`src/inc/sgc_consts.svh`:
```
// Constants for the switchgear command control block.
// Assumes a 10 MHz system clock; included by bare name.
`ifndef SGC_CONSTS_SVH
`define SGC_CONSTS_SVH

// Clock rate in Hz
`define SGC_CLK_HZ          10000000
// Validated position codes
`define SGC_POS_INDET       2'h0
`define SGC_POS_OPEN        2'h1
`define SGC_POS_CLOSED      2'h2
`define SGC_POS_DISTURB     2'h3
// Switching authority codes
`define SGC_AUTH_NONE       2'h0
`define SGC_AUTH_LOCAL      2'h1
`define SGC_AUTH_REMOTE     2'h2
`define SGC_AUTH_BOTH       2'h3
// Interlock bypass modes
`define SGC_BYP_OFF         2'h0
`define SGC_BYP_SINGLE      2'h1
`define SGC_BYP_PERM        2'h2
`define SGC_BYP_TIMED       2'h3
// Register byte offsets
`define SGC_REG_CTRL        8'h00
`define SGC_REG_TRIPASGN    8'h04
`define SGC_REG_HOLD        8'h08
`define SGC_REG_SYNCLIM     8'h0c
`define SGC_REG_BYPTIME     8'h10
`define SGC_REG_CMD         8'h14
`define SGC_REG_STATUS      8'h18
// Control register fields
`define SGC_CTRL_AUTH_LSB   0
`define SGC_CTRL_BYP_LSB    2
`define SGC_CTRL_LATCH_BIT  4
`define SGC_CTRL_SYNCA_BIT  5
`define SGC_CTRL_OVR_BIT    6
`define SGC_CTRL_OVRP_LSB   7
// Command register bits (write pulses)
`define SGC_CMD_CLOSE_BIT   0
`define SGC_CMD_OPEN_BIT    1
`define SGC_CMD_ACK_BIT     2
`define SGC_CMD_BYP_BIT     3
// Reset values of timing registers, in cycles
`define SGC_HOLD_RST        32'h0000_0fa0
`define SGC_SYNC_RST        32'h0000_4e20
`define SGC_BYP_RST         32'h0000_c350

`endif

```
`src/inc/sgc_pkg.sv`:
```
// Types for the switchgear command control block.
// Assumes nothing of its surroundings.
`default_nettype none
package sgc_pkg;
	// Command sequencer states
	typedef enum logic [1:0] {
		SGC_IDLE  = 2'b00,
		SGC_SYNC  = 2'b01,
		SGC_PULSE = 2'b10
	} sgc_state_t;
endpackage
`default_nettype wire

```
`src/core/sgc_top.sv`:
```
// Switchgear command arbitration and trip manager.
// Assumes one 10 MHz clock, synchronous inputs, classic Wishbone master.
`timescale 1ns/10ps
`include "sgc_consts.svh"
`default_nettype none

module sgc_top #(
	parameter int NSRC       = 8,
	parameter int PULSE_CYC  = 1000,
	parameter int HOLD_W     = 32
) (
	// Clock and reset
	input  wire logic              clk_i,
	input  wire logic              rst_i,
	// Wishbone slave
	input  wire logic              wb_cyc_i,
	input  wire logic              wb_stb_i,
	input  wire logic              wb_we_i,
	input  wire logic [7:0]        wb_adr_i,
	input  wire logic [3:0]        wb_sel_i,
	input  wire logic [31:0]       wb_dat_i,
	output logic      [31:0]       wb_dat_o,
	output logic                   wb_ack_o,
	// Command sources
	input  wire logic              panel_close_i,
	input  wire logic              panel_open_i,
	input  wire logic              remote_close_i,
	input  wire logic              remote_open_i,
	input  wire logic              ext_close_source_i,
	input  wire logic              ext_open_source_i,
	input  wire logic              int_close_i,
	input  wire logic              int_open_i,
	input  wire logic              auto_reclose_unit_i,
	// Protection
	input  wire logic [NSRC-1:0]   prot_trip_i,
	input  wire logic              prot_block_i,
	input  wire logic              trip_ack_source_i,
	// Interlocks and release
	input  wire logic [2:0]        ilock_close_i,
	input  wire logic [2:0]        ilock_open_i,
	input  wire logic              sync_release_i,
	input  wire logic              bypass_sig_i,
	// Breaker position
	input  wire logic [1:0]        aux_pos_i,
	// Breaker coils and display
	output logic                   close_coil_o,
	output logic                   trip_coil_o,
	output logic [1:0]             pos_o,
	output logic                   override_flag_o,
	output logic                   busy_o
);

	// ==========================================================
	// Registers
	logic [8:0]          ctrl_q;        // Control fields
	logic [NSRC-1:0]     asgn_q;        // Trip source assignment
	logic [HOLD_W-1:0]   hold_q;        // Minimum trip hold, cycles
	logic [31:0]         synclim_q;     // Sync wait limit, cycles
	logic [31:0]         byptime_q;     // Bypass time, cycles
	logic                sw_close_q;    // Software close pulse
	logic                sw_open_q;     // Software open pulse
	logic                sw_ack_q;      // Software ack pulse
	logic                sw_byp_q;      // Software bypass start

	// Field views
	logic [1:0] auth;
	logic [1:0] byp_mode;
	logic       latch_en;
	logic       sync_asgn;
	assign auth      = ctrl_q[`SGC_CTRL_AUTH_LSB +: 2];
	assign byp_mode  = ctrl_q[`SGC_CTRL_BYP_LSB +: 2];
	assign latch_en  = ctrl_q[`SGC_CTRL_LATCH_BIT];
	assign sync_asgn = ctrl_q[`SGC_CTRL_SYNCA_BIT];

	// Bus strobe
	logic wb_req;
	logic wb_wr;
	assign wb_req = wb_cyc_i && wb_stb_i && !wb_ack_o;
	assign wb_wr  = wb_req && wb_we_i && (wb_sel_i == 4'hf);

	// Register writes, full-word only
	always_ff @(posedge clk_i) begin
		if (rst_i) begin
			ctrl_q    <= 9'h000;
			asgn_q    <= '0;
			hold_q    <= HOLD_W'(`SGC_HOLD_RST);
			synclim_q <= `SGC_SYNC_RST;
			byptime_q <= `SGC_BYP_RST;
		end else if (wb_wr) begin
			case (wb_adr_i)
				`SGC_REG_CTRL:     ctrl_q    <= wb_dat_i[8:0];
				`SGC_REG_TRIPASGN: asgn_q    <= wb_dat_i[NSRC-1:0];
				`SGC_REG_HOLD:     hold_q    <= wb_dat_i[HOLD_W-1:0];
				`SGC_REG_SYNCLIM:  synclim_q <= wb_dat_i;
				`SGC_REG_BYPTIME:  byptime_q <= wb_dat_i;
				default: begin
				end
			endcase
		end
	end

	// Command register pulses, one cycle each
	always_ff @(posedge clk_i) begin
		if (rst_i) begin
			sw_close_q <= 1'b0;
			sw_open_q  <= 1'b0;
			sw_ack_q   <= 1'b0;
			sw_byp_q   <= 1'b0;
		end else begin
			sw_close_q <= wb_wr && wb_adr_i == `SGC_REG_CMD && wb_dat_i[`SGC_CMD_CLOSE_BIT];
			sw_open_q  <= wb_wr && wb_adr_i == `SGC_REG_CMD && wb_dat_i[`SGC_CMD_OPEN_BIT];
			sw_ack_q   <= wb_wr && wb_adr_i == `SGC_REG_CMD && wb_dat_i[`SGC_CMD_ACK_BIT];
			sw_byp_q   <= wb_wr && wb_adr_i == `SGC_REG_CMD && wb_dat_i[`SGC_CMD_BYP_BIT];
		end
	end

	// Read mux and one-cycle ack; unmapped reads zero
	logic        byp_act_q;
	logic        latched_q;
	always_ff @(posedge clk_i) begin
		if (rst_i) begin
			wb_ack_o <= 1'b0;
			wb_dat_o <= 32'h0000_0000;
		end else begin
			wb_ack_o <= wb_req;
			case (wb_adr_i)
				`SGC_REG_CTRL:     wb_dat_o <= {23'h000000, ctrl_q};
				`SGC_REG_TRIPASGN: wb_dat_o <= 32'(asgn_q);
				`SGC_REG_HOLD:     wb_dat_o <= 32'(hold_q);
				`SGC_REG_SYNCLIM:  wb_dat_o <= synclim_q;
				`SGC_REG_BYPTIME:  wb_dat_o <= byptime_q;
				`SGC_REG_STATUS:   wb_dat_o <= {24'h000000, override_flag_o, byp_act_q,
				                                latched_q, busy_o, trip_coil_o,
				                                close_coil_o, pos_o};
				default:           wb_dat_o <= 32'h0000_0000;
			endcase
		end
	end

	// ==========================================================
	// Position validation with override
	logic [1:0] pos_eff;
	assign pos_eff = ctrl_q[`SGC_CTRL_OVR_BIT] ? ctrl_q[`SGC_CTRL_OVRP_LSB +: 2]
	                                          : aux_pos_i;
	always_ff @(posedge clk_i) begin
		if (rst_i) begin
			pos_o           <= `SGC_POS_INDET;
			override_flag_o <= 1'b0;
		end else begin
			pos_o           <= pos_eff;
			override_flag_o <= ctrl_q[`SGC_CTRL_OVR_BIT];
		end
	end

	// ==========================================================
	// Trip manager
	logic        trip_any;
	logic        ack_any;
	logic [HOLD_W-1:0] hold_cnt_q;
	assign trip_any = |(prot_trip_i & asgn_q) && !prot_block_i;
	assign ack_any  = sw_ack_q || trip_ack_source_i;

	// Latch state
	always_ff @(posedge clk_i) begin
		if (rst_i) begin
			latched_q <= 1'b0;
		end else if (trip_any && latch_en) begin
			latched_q <= 1'b1;
		end else if (asgn_q == '0) begin
			latched_q <= 1'b0;
		end else if ((ack_any || !latch_en) && !(|(prot_trip_i & asgn_q))) begin
			// Ack or latch off only once every assigned source dropped
			latched_q <= 1'b0;
		end
	end

	// Minimum hold counter, reloaded while an assigned, unblocked source is active
	always_ff @(posedge clk_i) begin
		if (rst_i) begin
			hold_cnt_q <= '0;
		end else if (trip_any) begin
			hold_cnt_q <= hold_q;
		end else if (hold_cnt_q != '0) begin
			hold_cnt_q <= hold_cnt_q - 1'b1;
		end
	end

	// ==========================================================
	// Command sources and arbitration
	logic panel_close_q;
	logic ext_close_q;
	logic remote_ok;
	logic local_ok;
	logic req_open;
	logic req_close;
	logic byp_on;
	always_ff @(posedge clk_i) begin
		if (rst_i) begin
			panel_close_q <= 1'b0;
			ext_close_q   <= 1'b0;
		end else begin
			panel_close_q <= panel_close_i;
			ext_close_q   <= ext_close_source_i;
		end
	end
	assign local_ok  = auth == `SGC_AUTH_LOCAL || auth == `SGC_AUTH_BOTH;
	assign remote_ok = auth == `SGC_AUTH_REMOTE || auth == `SGC_AUTH_BOTH;
	assign byp_on    = byp_act_q || byp_mode == `SGC_BYP_PERM;
	// Open is level for external source
	assign req_open  = (local_ok && panel_open_i)
	                || (remote_ok && (remote_open_i || sw_open_q
	                    || ext_open_source_i || int_open_i));
	// Close: edge for panel and external
	assign req_close = (local_ok && panel_close_i && !panel_close_q)
	                || (remote_ok && (remote_close_i || sw_close_q || int_close_i
	                    || (ext_close_source_i && !ext_close_q)));
	logic open_ok;
	logic close_ok;
	assign open_ok  = req_open && (byp_on || ilock_open_i == 3'h0)
	               && pos_eff != `SGC_POS_OPEN;
	assign close_ok = req_close && !req_open
	               && (byp_on || ilock_close_i == 3'h0)
	               && pos_eff != `SGC_POS_CLOSED;

	// ==========================================================
	// Command sequencer
	sgc_pkg::sgc_state_t st_q;
	logic        dir_open_q;     // Direction of command in progress
	logic [31:0] tmr_q;          // Sync wait or pulse timer
	logic        sync_ok;
	logic        exec_evt;       // A switching command executes
	assign sync_ok  = !sync_asgn || sync_release_i;
	assign exec_evt = (st_q == sgc_pkg::SGC_IDLE && open_ok)
	               || (st_q == sgc_pkg::SGC_IDLE && close_ok && sync_ok)
	               || (st_q == sgc_pkg::SGC_SYNC && sync_ok);
	always_ff @(posedge clk_i) begin
		if (rst_i) begin
			st_q       <= sgc_pkg::SGC_IDLE;
			dir_open_q <= 1'b0;
			tmr_q      <= 32'h0000_0000;
		end else begin
			case (st_q)
				sgc_pkg::SGC_IDLE: begin
					if (open_ok) begin
						st_q       <= sgc_pkg::SGC_PULSE;
						dir_open_q <= 1'b1;
						tmr_q      <= 32'(PULSE_CYC);
					end else if (close_ok && sync_ok) begin
						st_q       <= sgc_pkg::SGC_PULSE;
						dir_open_q <= 1'b0;
						tmr_q      <= 32'(PULSE_CYC);
					end else if (close_ok) begin
						st_q       <= sgc_pkg::SGC_SYNC;
						dir_open_q <= 1'b0;
						tmr_q      <= synclim_q;
					end
				end
				sgc_pkg::SGC_SYNC: begin
					if (sync_ok) begin
						st_q  <= sgc_pkg::SGC_PULSE;
						tmr_q <= 32'(PULSE_CYC);
					end else if (tmr_q <= 32'h0000_0001) begin
						st_q  <= sgc_pkg::SGC_IDLE;
					end else begin
						tmr_q <= tmr_q - 32'h0000_0001;
					end
				end
				sgc_pkg::SGC_PULSE: begin
					if (tmr_q <= 32'h0000_0001) begin
						st_q <= sgc_pkg::SGC_IDLE;
					end else begin
						tmr_q <= tmr_q - 32'h0000_0001;
					end
				end
				default: st_q <= sgc_pkg::SGC_IDLE;
			endcase
		end
	end

	// ==========================================================
	// Interlock bypass timing
	logic [31:0] byp_cnt_q;
	always_ff @(posedge clk_i) begin
		if (rst_i) begin
			byp_act_q <= 1'b0;
			byp_cnt_q <= 32'h0000_0000;
		end else if ((sw_byp_q || bypass_sig_i) && (byp_mode == `SGC_BYP_SINGLE
		             || byp_mode == `SGC_BYP_TIMED)) begin
			byp_act_q <= 1'b1;
			byp_cnt_q <= byptime_q;
		end else if (byp_act_q) begin
			if (byp_cnt_q <= 32'h0000_0001 || byp_mode == `SGC_BYP_OFF
			    || byp_mode == `SGC_BYP_PERM) begin
				byp_act_q <= 1'b0;
			end else if (byp_mode == `SGC_BYP_SINGLE && exec_evt) begin
				byp_act_q <= 1'b0;
			end else begin
				byp_cnt_q <= byp_cnt_q - 32'h0000_0001;
			end
		end
	end

	// ==========================================================
	// Coil outputs
	always_ff @(posedge clk_i) begin
		if (rst_i) begin
			close_coil_o <= 1'b0;
			trip_coil_o  <= 1'b0;
			busy_o       <= 1'b0;
		end else begin
			close_coil_o <= st_q == sgc_pkg::SGC_PULSE && !dir_open_q
			             && !auto_reclose_unit_i;
			// Reclose pulse bypasses interlocks and authority
			if (auto_reclose_unit_i && !trip_coil_o && pos_eff != `SGC_POS_CLOSED) begin
				close_coil_o <= 1'b1;
			end
			trip_coil_o  <= trip_any || latched_q || hold_cnt_q != '0
			             || (st_q == sgc_pkg::SGC_PULSE && dir_open_q);
			busy_o       <= st_q != sgc_pkg::SGC_IDLE;
		end
	end

	// ==========================================================
	// Assertions
	a_trip_follows_src: assert property (@(posedge clk_i) disable iff (rst_i)
		trip_any |=> trip_coil_o) else $error("trip not issued");
	a_unasgn_no_trip: assert property (@(posedge clk_i) disable iff (rst_i)
		(asgn_q == '0 && st_q == sgc_pkg::SGC_IDLE && !latched_q && hold_cnt_q == '0
		 && $past(st_q) == sgc_pkg::SGC_IDLE) |=> !trip_coil_o)
		else $error("unassigned trip acted");
	a_trip_hold_min: assert property (@(posedge clk_i) disable iff (rst_i)
		(trip_any && hold_q > 1) |=> (hold_cnt_q == hold_q)) else $error("hold not loaded");
	a_latch_holds: assert property (@(posedge clk_i) disable iff (rst_i)
		(latched_q && latch_en && !ack_any && asgn_q != '0) |=> latched_q)
		else $error("latch lost");
	a_latch_no_early: assert property (@(posedge clk_i) disable iff (rst_i)
		(latched_q && latch_en && |(prot_trip_i & asgn_q)) |=> latched_q)
		else $error("latch cleared with source");
	a_one_at_time: assert property (@(posedge clk_i) disable iff (rst_i)
		(st_q == sgc_pkg::SGC_PULSE && tmr_q > 1) |=> st_q == sgc_pkg::SGC_PULSE)
		else $error("command overlapped");
	a_open_priority: assert property (@(posedge clk_i) disable iff (rst_i)
		(st_q == sgc_pkg::SGC_IDLE && open_ok) |=> dir_open_q) else $error("close beat open");
	a_auth_none: assert property (@(posedge clk_i) disable iff (rst_i)
		(auth == `SGC_AUTH_NONE) |-> !(open_ok || close_ok)) else $error("authority none");
	a_same_pos_drop: assert property (@(posedge clk_i) disable iff (rst_i)
		(pos_eff == `SGC_POS_CLOSED) |-> !close_ok) else $error("close to closed");
	a_sync_timeout: assert property (@(posedge clk_i) disable iff (rst_i)
		(st_q == sgc_pkg::SGC_SYNC && !sync_ok && tmr_q <= 1) |=> st_q == sgc_pkg::SGC_IDLE)
		else $error("sync timeout missed");

endmodule

`default_nettype wire

```
`config.mk`:
```
export PLATFORM = sky130hd
export DESIGN_NAME = sgc_top
export DESIGN_NICKNAME = d
export VERILOG_FILES = /design/src/inc/sgc_pkg.sv /design/src/core/sgc_top.sv
export VERILOG_INCLUDE_DIRS = /design/src /design/src/inc
export SDC_FILE = /design/constraint.sdc
export NUM_CORES = 1
export LEC_CHECK = 0
export BUFFER_PORTS_ARGS = -buffer_cell sky130_fd_sc_hd__buf_2
export CORE_UTILIZATION = 40
export DETAILED_ROUTE_END_ITERATION = 10
export PLACE_DENSITY_LB_ADDON = 0.12
export SLEW_MARGIN = 20
export SYNTH_ARGS = -nofsm -noshare
export SYNTH_HDL_FRONTEND = slang
export SYNTH_SLANG_ARGS = --single-unit
export TNS_END_PERCENT = 100
```
`constraint.sdc`:
```
create_clock -name clk_i -period 5.5 [get_ports clk_i]
set_input_delay 0.825 -clock clk_i [delete_from_list [all_inputs] [get_ports clk_i]]
set_output_delay 0.825 -clock clk_i [all_outputs]
set_load 0.05 [all_outputs]
```
==> flow_metrics.py, run 1 <==
metrics = {
    "timing": {
        "period_minus_slack_ps": 3492,
        "tns_setup_ps": 0,
        "timing.fmax_ghz": 0.2863,
        "clock-skew-final_ps": 13.55,
        "finalWorstSetupSlack_ps": 2008,
        "final-hold-violation-count": 0,
        "max-slew-margin-rel_pct": 27.23,
        "grt_setup_unrepaired": "false",
        "maxSlewViolCount": 0,
        "period_share_pct": 63.50,
        "finalSetupViolations": 0,
        "worst_pin_slew_ps": 1092,
    },
    "route": {
        "vias_cell": 5.771,
        "drt.antenna.violating_nets": 0,
        "drc_errors": 0,
        "route.vias.total": 11387,
        "drt_first_iter_violations": 1052,
        "route.detailed.wl_per_inst_microns": 19.87,
        "drt-total-wl_microns": 39200,
        "detail_route.first_pass.iterations": 6,
    },
    "status": {
        "outcome": "finished, final reports clean",
    },
    "yosys": {
        "yosys_warnings": 0,
        "post_synth_instance_area_sq_um": 11850,
        "synth-edff-count": 0,
        "mappedNetlistNets": 1587,
        "synth_cell_types": 61,
        "syn-instance-count": 1500,
        "synth_seq_area_share_pct": 43.75,
        "ys_seq_elements": 259,
        "ys_async_sr_fraction_pct": 0,
        "mean_instance_size_in_the_synthesized_netlist_sq_um": 7.902,
        "ys_dominant_reg_cell": "dfxtp_1",
    },
    "final_layout": {
        "layout.filler_cells": 2859,
        "multi_input_comb_area_sq_um": 6213,
        "layout.cells.non_filler": 1973,
        "layout.cells.most_common_list": "nand2_1, dfxtp_1, a21oi_1, nor2_1, buf_2",
        "n_antenna_cell": 0,
        "seq_area_sq_um": 5185,
        "final_core_utilization_pct": 47.37,
        "layout.cells.most_common": "nand2_1",
        "num-nets-final": 1655,
        "synthToLayoutAreaGrowth_pct": 15.64,
        "drive_above_1_share_pct": 12.78,
    },
    "clock_network": {
        "cts_resized": 0,
        "tritoncts": "yes",
        "cts_num_sinks": 259,
        "cts.root.buffer_cell": "clkbuf_16",
        "post-cts-setup-buffers": 0,
        "cts.reportedPaths.clkPinSlew_ps": 60,
        "worst_skew_pair.late_latency_ps": 550,
        "cts_hold_repair.buffers": 0,
        "max-clock-path-buffers": 3,
        "h_tree_lvl_count": 1,
        "cts_buffers": 29,
    },
    "placed_design": {
        "place_hpwl_microns": 27480,
        "place_congestion": 0.8952,
        "detailedPlace.worstSlack_ps": 1912,
        "port_buffers": 116,
        "dpl.cell_count": 1921,
    },
    "worst_setup_path": {
        "r2r_slack_ps": 2010,
        "worst-endpoint-required_ps": 5880,
        "crit_fanout": 10,
        "worstSetupStartpointType": "flip-flop",
        "critPathCaptureType": "flip-flop",
        "worst_r2r_startpoint": "hold_cnt_q[23]$_SDFFE_PP0P_",
        "beginning_of_the_critical_path": "hold_cnt_q[23]$_SDFFE_PP0P_",
        "arrival_time_worst_endpoint_ps": 3870,
        "timing.setup.critical_path_class": "reg -> reg",
    },
    "floorplan": {
        "placementRows": 62,
        "die_height_microns": 174.1,
        "die_w_microns": 174.1,
        "design.die.area_sq_um": 30320,
        "core_region_area_sq_um": 28940,
        "initial_utilization_pct": 40.96,
        "io_pins": 117,
    },
    "run": {
        "cap_violations": 0,
    },
    "grt": {
        "grtUsageTotal_pct": 25.90,
        "initial_antenna_violation_count": 0,
        "gr-total-overflow": 0,
        "grt_pass1_vias": 10894,
        "grt_pass1_wl_microns": 62510,
        "grt_start_max_net_pins": 80,
    },
    "hold_path": {
        "timing.hold.worst.class": "reg -> reg",
        "startpoint_of_the_tightest_hold_check_path": "byptime_q[21]$_SDFFE_PP0P_",
    },
    "pwr": {
        "cellLeakagePower_nw": 5.153,
        "power.density_nw_per_um2": 347.9,
        "power.ir.vdd_worst_mv": 0.2076,
    },
}
==> synthesized netlist by cell type, types with 6 or more instances <==
cell type  instances  area (sq um)
o21ai_0           75         375.4
nand4_1           10         62.56
nor4_1            20         125.1
nor2_1           131         491.7
nor3_1            53         265.3
ha_1               9         112.6
xnor2_1           17         148.9
nand2_1          282          1059
xor2_1            15         131.4
a31oi_1           19         118.9
or3_1             24         150.1
a22oi_1           18         135.1
a211oi_1          34         255.2
and3_1            10         62.56
a32o_1             6         60.06
a22o_1            10         87.58
dfxtp_1          259          5185
a32oi_1            6         52.55
or4_1             14         105.1
clkbuf_1          98         367.9
a21oi_1          151         755.7
inv_1             26         97.59
o211ai_1          19         142.6
nand3_1           32         160.2
o31ai_1           11         82.58
and2_1             9         56.30
nand2b_1          10         62.56
mux2i_1           24         240.2
nor2b_1           12         75.07
a222oi_1          27         270.3
==> worst paths after layout <==
path	end	cells after the start
setup reg to reg	hold_cnt_q[16]$_SDFFE_PP0P_	7
hold reg to reg	byptime_q[21]$_SDFFE_PP0P_	2
hold / removal	byptime_q[21]$_SDFFE_PP0P_	2
setup / recovery	hold_cnt_q[16]$_SDFFE_PP0P_	7
==> sequential cells by signal, indices dropped and copies added, names as in the netlist, 2 cells and up <==
| name | cells |
|---|---|
| asgn_q | 8 |
| byp_cnt_q | 32 |
| byptime_q | 32 |
| ctrl_q | 9 |
| hold_cnt_q | 32 |
| hold_q | 32 |
| pos_o | 2 |
| st_q | 2 |
| synclim_q | 32 |
| tmr_q | 32 |
| wb_dat_o | 32 |
==> final cells by class <==
type / count / area share [%]
timing repair buffer: 139 / 5.513
clock inverter: 9 / 0.8946
inverter: 27 / 0.7394
tap: 384 / 3.505
multi-input combinational: 1112 / 45.33
clock buffer: 43 / 6.189
sequential: 259 / 37.83
==> power by group <==
| part | switching (mW) | leakage, nW | internal, mW |
|---|---|---|---|
| combinational | 0.436 | 2.58 | 0.294 |
| sequential | 0.0869 | 2.09 | 1.97 |
| clock | 0.785 | 0.478 | 1.20 |
| total | 1.31 | 5.15 | 3.46 |
==> stage by stage <==
| stage | power, mW | hold WS (ps) | area [sq um] |
|---|---|---|---|
| 4_1_cts | 4.785 | 473.2 | 13710 |
| 3_3_place_gp | 2.798 | 453.6 | 12730 |
| 5_1_grt | 4.973 | 486.8 | 13710 |
| 3_5_place_dp | 2.809 | 462.9 | 12740 |
| 2_1_floorplan | 2.606 | 439.9 | 11850 |
| 6_report | 4.768 | 472.9 | 13710 |
==> cell families after synthesis <==
logic type / count (synthesis) / synth area share (%)
muxes: 25 / 2.122
AOI/OAI and AO/OA: 416 / 22.53
xor gates and xnor gates: 32 / 2.365
adders and majority gates: 9 / 0.9501
DFF: 259 / 43.75
and+or+nand+nor: 630 / 24.13
buffers and inverters: 129 / 4.159
==> layer usage <==
metal | wire length [microns] | vias to the layer above | share of wire, % | GRT usage [%]
met3 | 2786 | 61 | 7.1 | 4.331
met1 | 17910 | 5382 | 46 | 35.85
met5 | 0 | - | 0 | 0
met4 | 1157 | 0 | 3.0 | 8.260
li1 | - | 5528 | - | -
met2 | 17350 | 416 | 44 | 40.93
==> worst max-delay path: stages, from the launching register on <==
cell and delay [ps]:
dfxtp_1 340, or4_1 610, or4_1 490, nor3_1 490, nand2_1 370, o21ai_1 650
buf_4 310, a211oi_1 60
Power figures use the tool's default switching activity.
==> run 2, diff against run 1 <==
==> constraint.sdc (replaced) <==
create_clock -name clk_i -period 3.5 [get_ports clk_i]
set_input_delay 0.525 -clock clk_i [delete_from_list [all_inputs] [get_ports clk_i]]
set_output_delay 0.525 -clock clk_i [all_outputs]
set_load 0.05 [all_outputs]
==> flow_metrics.py, run 2 (synthesis results as in run 1) <==
metrics = {
    "worst_setup_path": {
        "crit_top_cell": "or4_1",
        "arrival_time_worst_endpoint_ps": 3680,
        "worst-endpoint-required_ps": 3970,
        "r2r_slack_ps": 280,
        "critPathCaptureType": "flip-flop",
        "critPathSlowestCell": "or4_1",
        "cp.buffers_inverters": 0,
        "r2r_end": "byp_cnt_q[30]$_SDFFE_PP0P_",
        "crit_fanout": 12,
        "timing.critical_path.cells": "or4_1 -> or4b_4 -> or2_1 -> nor4_1 -> o21ai_2 -> or4_1 -> a31oi_1",
        "worstSetupStartpointType": "flip-flop",
        "critPathMaxStageDelay_ps": 660,
        "worst_r2r_startpoint": "byp_cnt_q[5]$_SDFFE_PP0P_",
        "path_delay_family": "simple AND/OR/NAND/NOR gates",
        "timing.setup.critical_path_class": "reg -> reg",
        "timing.reg2reg.worst_path_depth": 7,
    },
    "grt": {
        "grt_pass1_vias": 10787,
        "initial_antenna_violation_count": 0,
        "grt_pass1_wl_microns": 61870,
        "grt_start_max_net_pins": 96,
        "grtUsageTotal_pct": 25.73,
        "gr-total-overflow": 0,
    },
    "hold_path": {
        "min_to": "ext_close_q$_SDFF_PP0_",
        "min_delay_path_depth": 2,
        "startpoint_of_the_tightest_hold_check_path": "ext_close_source_i",
        "timing.hold.worst.class": "in -> reg",
    },
    "status": {
        "outcome": "finished, final reports clean",
    },
    "timing": {
        "period_minus_slack_ps": 3215,
        "worst_pin_slew_ps": 1109,
        "grt_setup_unrepaired": "false",
        "timing.fmax_ghz": 0.3110,
        "finalWorstSetupSlack_ps": 284.6,
        "clock-skew-final_ps": 18.71,
        "finalSetupViolations": 0,
        "period_share_pct": 91.87,
        "final-hold-violation-count": 0,
        "maxSlewViolCount": 0,
        "tns_setup_ps": 0,
        "max-slew-margin-rel_pct": 26.07,
    },
    "clock_network": {
        "cts_num_sinks": 259,
        "worst_skew_pair.late_latency_ps": 550,
        "h_tree_lvl_count": 1,
        "max-clock-path-buffers": 3,
        "tritoncts": "yes",
        "cts.reportedPaths.clkPinSlew_ps": 60,
        "cts_buffers": 29,
        "cts.root.buffer_cell": "clkbuf_16",
    },
    "pwr": {
        "power.density_nw_per_um2": 567.0,
        "power.ir.vdd_worst_mv": 0.3544,
        "cellLeakagePower_nw": 5.317,
    },
    "route": {
        "drt-total-wl_microns": 39450,
        "drt_first_iter_violations": 1087,
        "route.vias.total": 11472,
        "drc_errors": 0,
        "vias_cell": 5.768,
        "detail_route.first_pass.iterations": 6,
        "drt.antenna.violating_nets": 0,
        "route.detailed.wl_per_inst_microns": 19.83,
    },
    "placed_design": {
        "port_buffers": 116,
        "place_hpwl_microns": 27700,
        "detailed_place.area_sq_um": 12870,
        "place_congestion": 0.8976,
        "detailedPlace.worstSlack_ps": 276.4,
    },
    "floorplan": {
        "core_region_area_sq_um": 28940,
        "placementRows": 62,
        "design.die.area_sq_um": 30320,
        "initial_utilization_pct": 40.96,
        "io_pins": 117,
        "die_height_microns": 174.1,
        "die_w_microns": 174.1,
    },
    "final_layout": {
        "layout.cells.most_common": "nand2_1",
        "num-nets-final": 1671,
        "drive_above_1_share_pct": 13.89,
        "n_antenna_cell": 0,
        "layout.cells.most_common_list": "nand2_1, dfxtp_1, a21oi_1, nor2_1, buf_2",
        "layout.cell_area.non_filler_sq_um": 14010,
        "synthToLayoutAreaGrowth_pct": 18.21,
        "layout.filler_cells": 2848,
    },
    "run": {
        "cap_violations": 0,
    },
}
## run 2: cell count changes in the layout (fill, tap and decap cells not counted), moves of 2 or more
cell / delta
buf_4: +14
bufinv_16: +6
clkbuf_1: -5
buf_12: +2
## run 2: worst max-delay path by stage
stage / start / endpoint / slack, ps / depth (start not counted)
detailed placement: byp_cnt_q[5]$_SDFFE_PP0P_ / byp_cnt_q[30]$_SDFFE_PP0P_ / 280 / 7
global placement: byp_cnt_q[5]$_SDFFE_PP0P_ / byp_cnt_q[30]$_SDFFE_PP0P_ / 350 / 7
floorplan: byp_cnt_q[5]$_SDFFE_PP0P_ / byp_cnt_q[24]$_SDFFE_PP0P_ / 620 / 9
global route: byp_cnt_q[5]$_SDFFE_PP0P_ / byp_cnt_q[30]$_SDFFE_PP0P_ / 50 / 7
CTS: byp_cnt_q[5]$_SDFFE_PP0P_ / byp_cnt_q[30]$_SDFFE_PP0P_ / 260 / 7
finish: byp_cnt_q[5]$_SDFFE_PP0P_ / byp_cnt_q[30]$_SDFFE_PP0P_ / 280 / 7
## run 2: per-layer routing
metal | global-route usage (%) | routed length, microns | vias up
li1 | - | - | 5562
met1 | 35.25 | 17880 | 5441
met2 | 40.48 | 17560 | 395
met3 | 4.112 | 2567 | 74
met4 | 9.905 | 1440 | 0
met5 | 0 | 0 | -
## run 2: repair_timing
item	in CTS	in global routing
endpoints found under the setup margin	0	1
hold buffers	0	0
resized for setup	0	1
setup buffers	0	0
## run 2: final cells by class
cell class	count	area [sq um]	area share, %
Timing Repair Buffer	155	900.9	6.430
Clock inverter	13	290.3	2.072
Multi-Input combinational cell	1112	6210	44.32
Sequential cell	259	5185	37.01
Tap cell	384	480.5	3.429
Clock buffer	39	843.3	6.019
Inverter	27	101.3	0.7233
## run 2: report_power, final
part | internal [mW] | switching [mW]
clock | 2.34 | 1.24
combinational | 0.490 | 0.647
sequential | 3.09 | 0.135
total | 5.92 | 2.03
## run 2: through the flow
step | std cells | power [mW] | utilization [%] | hold WS, ps
after global routing | 1989 | 8.297 | 48.42 | 227.4
final | 1989 | 7.944 | 48.42 | 219.9
after floorplan | 1500 | 4.094 | - | 439.9
after CTS | 1989 | 7.991 | 48.41 | 198.1
after detailed placement | 1937 | 4.416 | 44.49 | 462.9
after global placement | 1937 | 4.401 | 44.49 | 459.2
==> run 3, diff against run 2 <==
--- a/config.mk
+++ b/config.mk
@@ -6,6 +6,7 @@
 export SDC_FILE = /design/constraint.sdc
 export NUM_CORES = 1
 export LEC_CHECK = 0
+export ABC_AREA = 1
 export BUFFER_PORTS_ARGS = -buffer_cell sky130_fd_sc_hd__buf_2
 export CORE_UTILIZATION = 40
 export DETAILED_ROUTE_END_ITERATION = 10
==> flow_metrics.py, run 3 <==
metrics = {
    "clock_network": {
        "post-cts-setup-buffers": 0,
        "cts_num_sinks": 259,
        "cts.root.buffer_cell": "clkbuf_16",
        "max-clock-path-buffers": 3,
        "worst_skew_pair.late_latency_ps": 550,
        "cts_resized": 0,
        "cts_buffers": 29,
        "cts_hold_repair.buffers": 0,
        "cts.reportedPaths.clkPinSlew_ps": 60,
        "tritoncts": "yes",
        "h_tree_lvl_count": 1,
    },
    "grt": {
        "gr-total-overflow": 0,
        "grt_pass1_wl_microns": 68850,
        "grt_pass1_vias": 11978,
        "grt_start_max_net_pins": 70,
        "initial_antenna_violation_count": 0,
        "grtUsageTotal_pct": 26.19,
    },
    "timing": {
        "final-hold-violation-count": 0,
        "hold-worst-slack_ps": 188.7,
        "clock-skew-final_ps": 13.06,
        "worst_pin_slew_ps": 1030,
        "max-slew-margin-rel_pct": 30.98,
        "period_share_pct": 76.57,
        "finalSetupViolations": 0,
        "grt_setup_unrepaired": "false",
        "timing.fmax_ghz": 0.3731,
        "tns_setup_ps": 0,
        "maxSlewViolCount": 0,
        "period_minus_slack_ps": 2680,
    },
    "yosys": {
        "synthMostInstantiatedCell": "nand2_1",
        "synthDominantCellAreaShare_pct": 39.42,
        "synth.largest_area_cell": "dfxtp_1",
        "synth_seq_area_share_pct": 39.42,
        "ys_async_sr_fraction_pct": 0,
        "synth.area.top_cells": "dfxtp_1, nand2_1, nor2_1, o21ai_0, a21oi_1",
        "synth_top_cells_by_count": "nand2_1, nor2_1, dfxtp_1",
        "ys_seq_elements": 259,
        "ys_dominant_reg_cell": "dfxtp_1",
        "synth_cell_types": 49,
        "synth-edff-count": 0,
        "post_synth_instance_area_sq_um": 13150,
        "mean_instance_size_in_the_synthesized_netlist_sq_um": 6.916,
        "yosys_warnings": 0,
        "mappedNetlistNets": 1989,
        "syn-instance-count": 1902,
    },
    "worst_setup_path": {
        "worstSetupStartpointType": "flip-flop",
        "arrival_time_worst_endpoint_ps": 3140,
        "beginning_of_the_critical_path": "ctrl_q[2]$_SDFFE_PP0P_",
        "timing.reg2reg.worst_path_depth": 10,
        "worst-endpoint-required_ps": 3960,
        "r2r_end": "byp_cnt_q[27]$_SDFFE_PP0P_",
        "worstSetupEndpoint": "byp_cnt_q[27]$_SDFFE_PP0P_",
        "crit_fanout": 34,
        "worst_r2r_startpoint": "ctrl_q[2]$_SDFFE_PP0P_",
        "critPathCaptureType": "flip-flop",
        "r2r_slack_ps": 820,
        "timing.setup.critical_path_class": "reg -> reg",
    },
    "floorplan": {
        "die_height_microns": 183.3,
        "die_w_microns": 183.3,
        "design.die.area_sq_um": 33610,
        "io_pins": 117,
        "placementRows": 66,
        "initial_utilization_pct": 40.53,
        "core_region_area_sq_um": 32450,
    },
    "final_layout": {
        "synthToLayoutAreaGrowth_pct": 14.00,
        "n_antenna_cell": 0,
        "drive_above_1_share_pct": 11.94,
        "layout.cell_area.non_filler_sq_um": 15000,
        "layout.cells.most_common_list": "nand2_1, nor2_1, dfxtp_1, o21ai_0, inv_1",
        "layout.cells.most_common": "nand2_1",
        "layout.cells.non_filler": 2443,
        "layout.filler_cells": 3349,
        "seq_area_sq_um": 5185,
        "num-nets-final": 2070,
        "multi_input_comb_area_sq_um": 6777,
    },
    "route": {
        "drt_first_iter_violations": 924,
        "detail_route.first_pass.iterations": 5,
        "drt.antenna.violating_nets": 0,
        "drc_errors": 0,
        "vias_cell": 5.289,
        "route.detailed.wl_per_inst_microns": 18.08,
        "drt-total-wl_microns": 44180,
        "route.vias.total": 12922,
    },
    "status": {
        "outcome": "finished, final reports clean",
    },
    "pwr": {
        "power.ir.vdd_worst_mv": 0.3299,
        "cellLeakagePower_nw": 6.665,
        "power.density_nw_per_um2": 529.5,
        "finalPower_mw": 7.940,
    },
    "run": {
        "cap_violations": 0,
    },
    "placed_design": {
        "detailed_place.area_sq_um": 14050,
        "port_buffers": 116,
        "dpl.cell_count": 2394,
        "place_hpwl_microns": 32950,
        "place_congestion": 0.9594,
    },
    "hold_path": {
        "timing.hold.worst.class": "in -> reg",
        "startpoint_of_the_tightest_hold_check_path": "panel_close_i",
    },
}
run 3: cell types whose count changed after synthesis, sizes merged, moves of 22 or more:
cell | before | now
o21ai | 80 | 203
or3 | 24 | 1
buf | 4 | 35
nand2 | 282 | 310
nor2 | 131 | 282
clkbuf | 98 | 54
a222oi | 27 | 0
mux2i | 24 | 0
inv | 26 | 204
nand3 | 32 | 99
o22ai | 1 | 23
nor3 | 53 | 95
run 3: worst max-delay path: stages (launching register included):
cell and delay [ps]:
dfxtp_1 500, inv_1 100, a21oi_1 280, o31ai_1 160, nand4_1 130, nand3_1 190, nand2_1 230, nand2_4 280
nand2_4 430, nand2_1 90, a21oi_1 160
run 3: worst min-delay path by stage:
stage                                    end  cells after the start
CTS                 panel_close_q$_SDFF_PP0_                      3
global route        panel_close_q$_SDFF_PP0_                      3
floorplan            hold_q[20]$_SDFFE_PP0P_                      2
finish              panel_close_q$_SDFF_PP0_                      3
global placement         wb_ack_o$_SDFF_PP0_                      1
detailed placement       wb_ack_o$_SDFF_PP0_                      1
run 3: where the power goes:
| group | internal, mW | switching, mW |
|---|---|---|
| clock network | 1.83 | 1.24 |
| registers | 3.12 | 0.150 |
| logic | 0.592 | 1.00 |
| total | 5.54 | 2.40 |
run 3: area by class of cell:
type | count | share of cell area [%]
clock inverters | 10 | 0.8761
flip-flops and latches | 259 | 34.58
multi-input cells | 1350 | 45.19
inverters | 204 | 5.140
clock buffers | 39 | 5.423
well taps | 442 | 3.688
repair buffers | 139 | 5.106
run 3: cell families after synthesis:
| family | share of synthesized area, % |
|---|---|
| AND/OR/NAND/NOR | 27.76 |
| XOR/XNOR | 3.729 |
| buffers and inverters | 9.122 |
| adder cells (fa/ha/maj) | 0.8561 |
| AO/OA/AOI/OAI | 19.12 |
| flip-flops | 39.42 |
run 3: stage by stage:
step / util, % / setup slack (ps)
2_1_floorplan: - / 1633
3_3_place_gp: 43.30 / 852.3
3_5_place_dp: 43.30 / 845.6
4_1_cts: 46.21 / 880.4
5_1_grt: 46.21 / 679.8
6_report: 46.21 / 820.1
run 3: per-layer routing:
metal | GRT usage, % | vias up | share of wire, %
met5 | 0 | - | 0
met4 | 5.667 | 0 | 1.9
met3 | 3.217 | 45 | 5.6
met2 | 42.36 | 369 | 45
met1 | 37.15 | 6036 | 47
li1 | - | 6472 | -
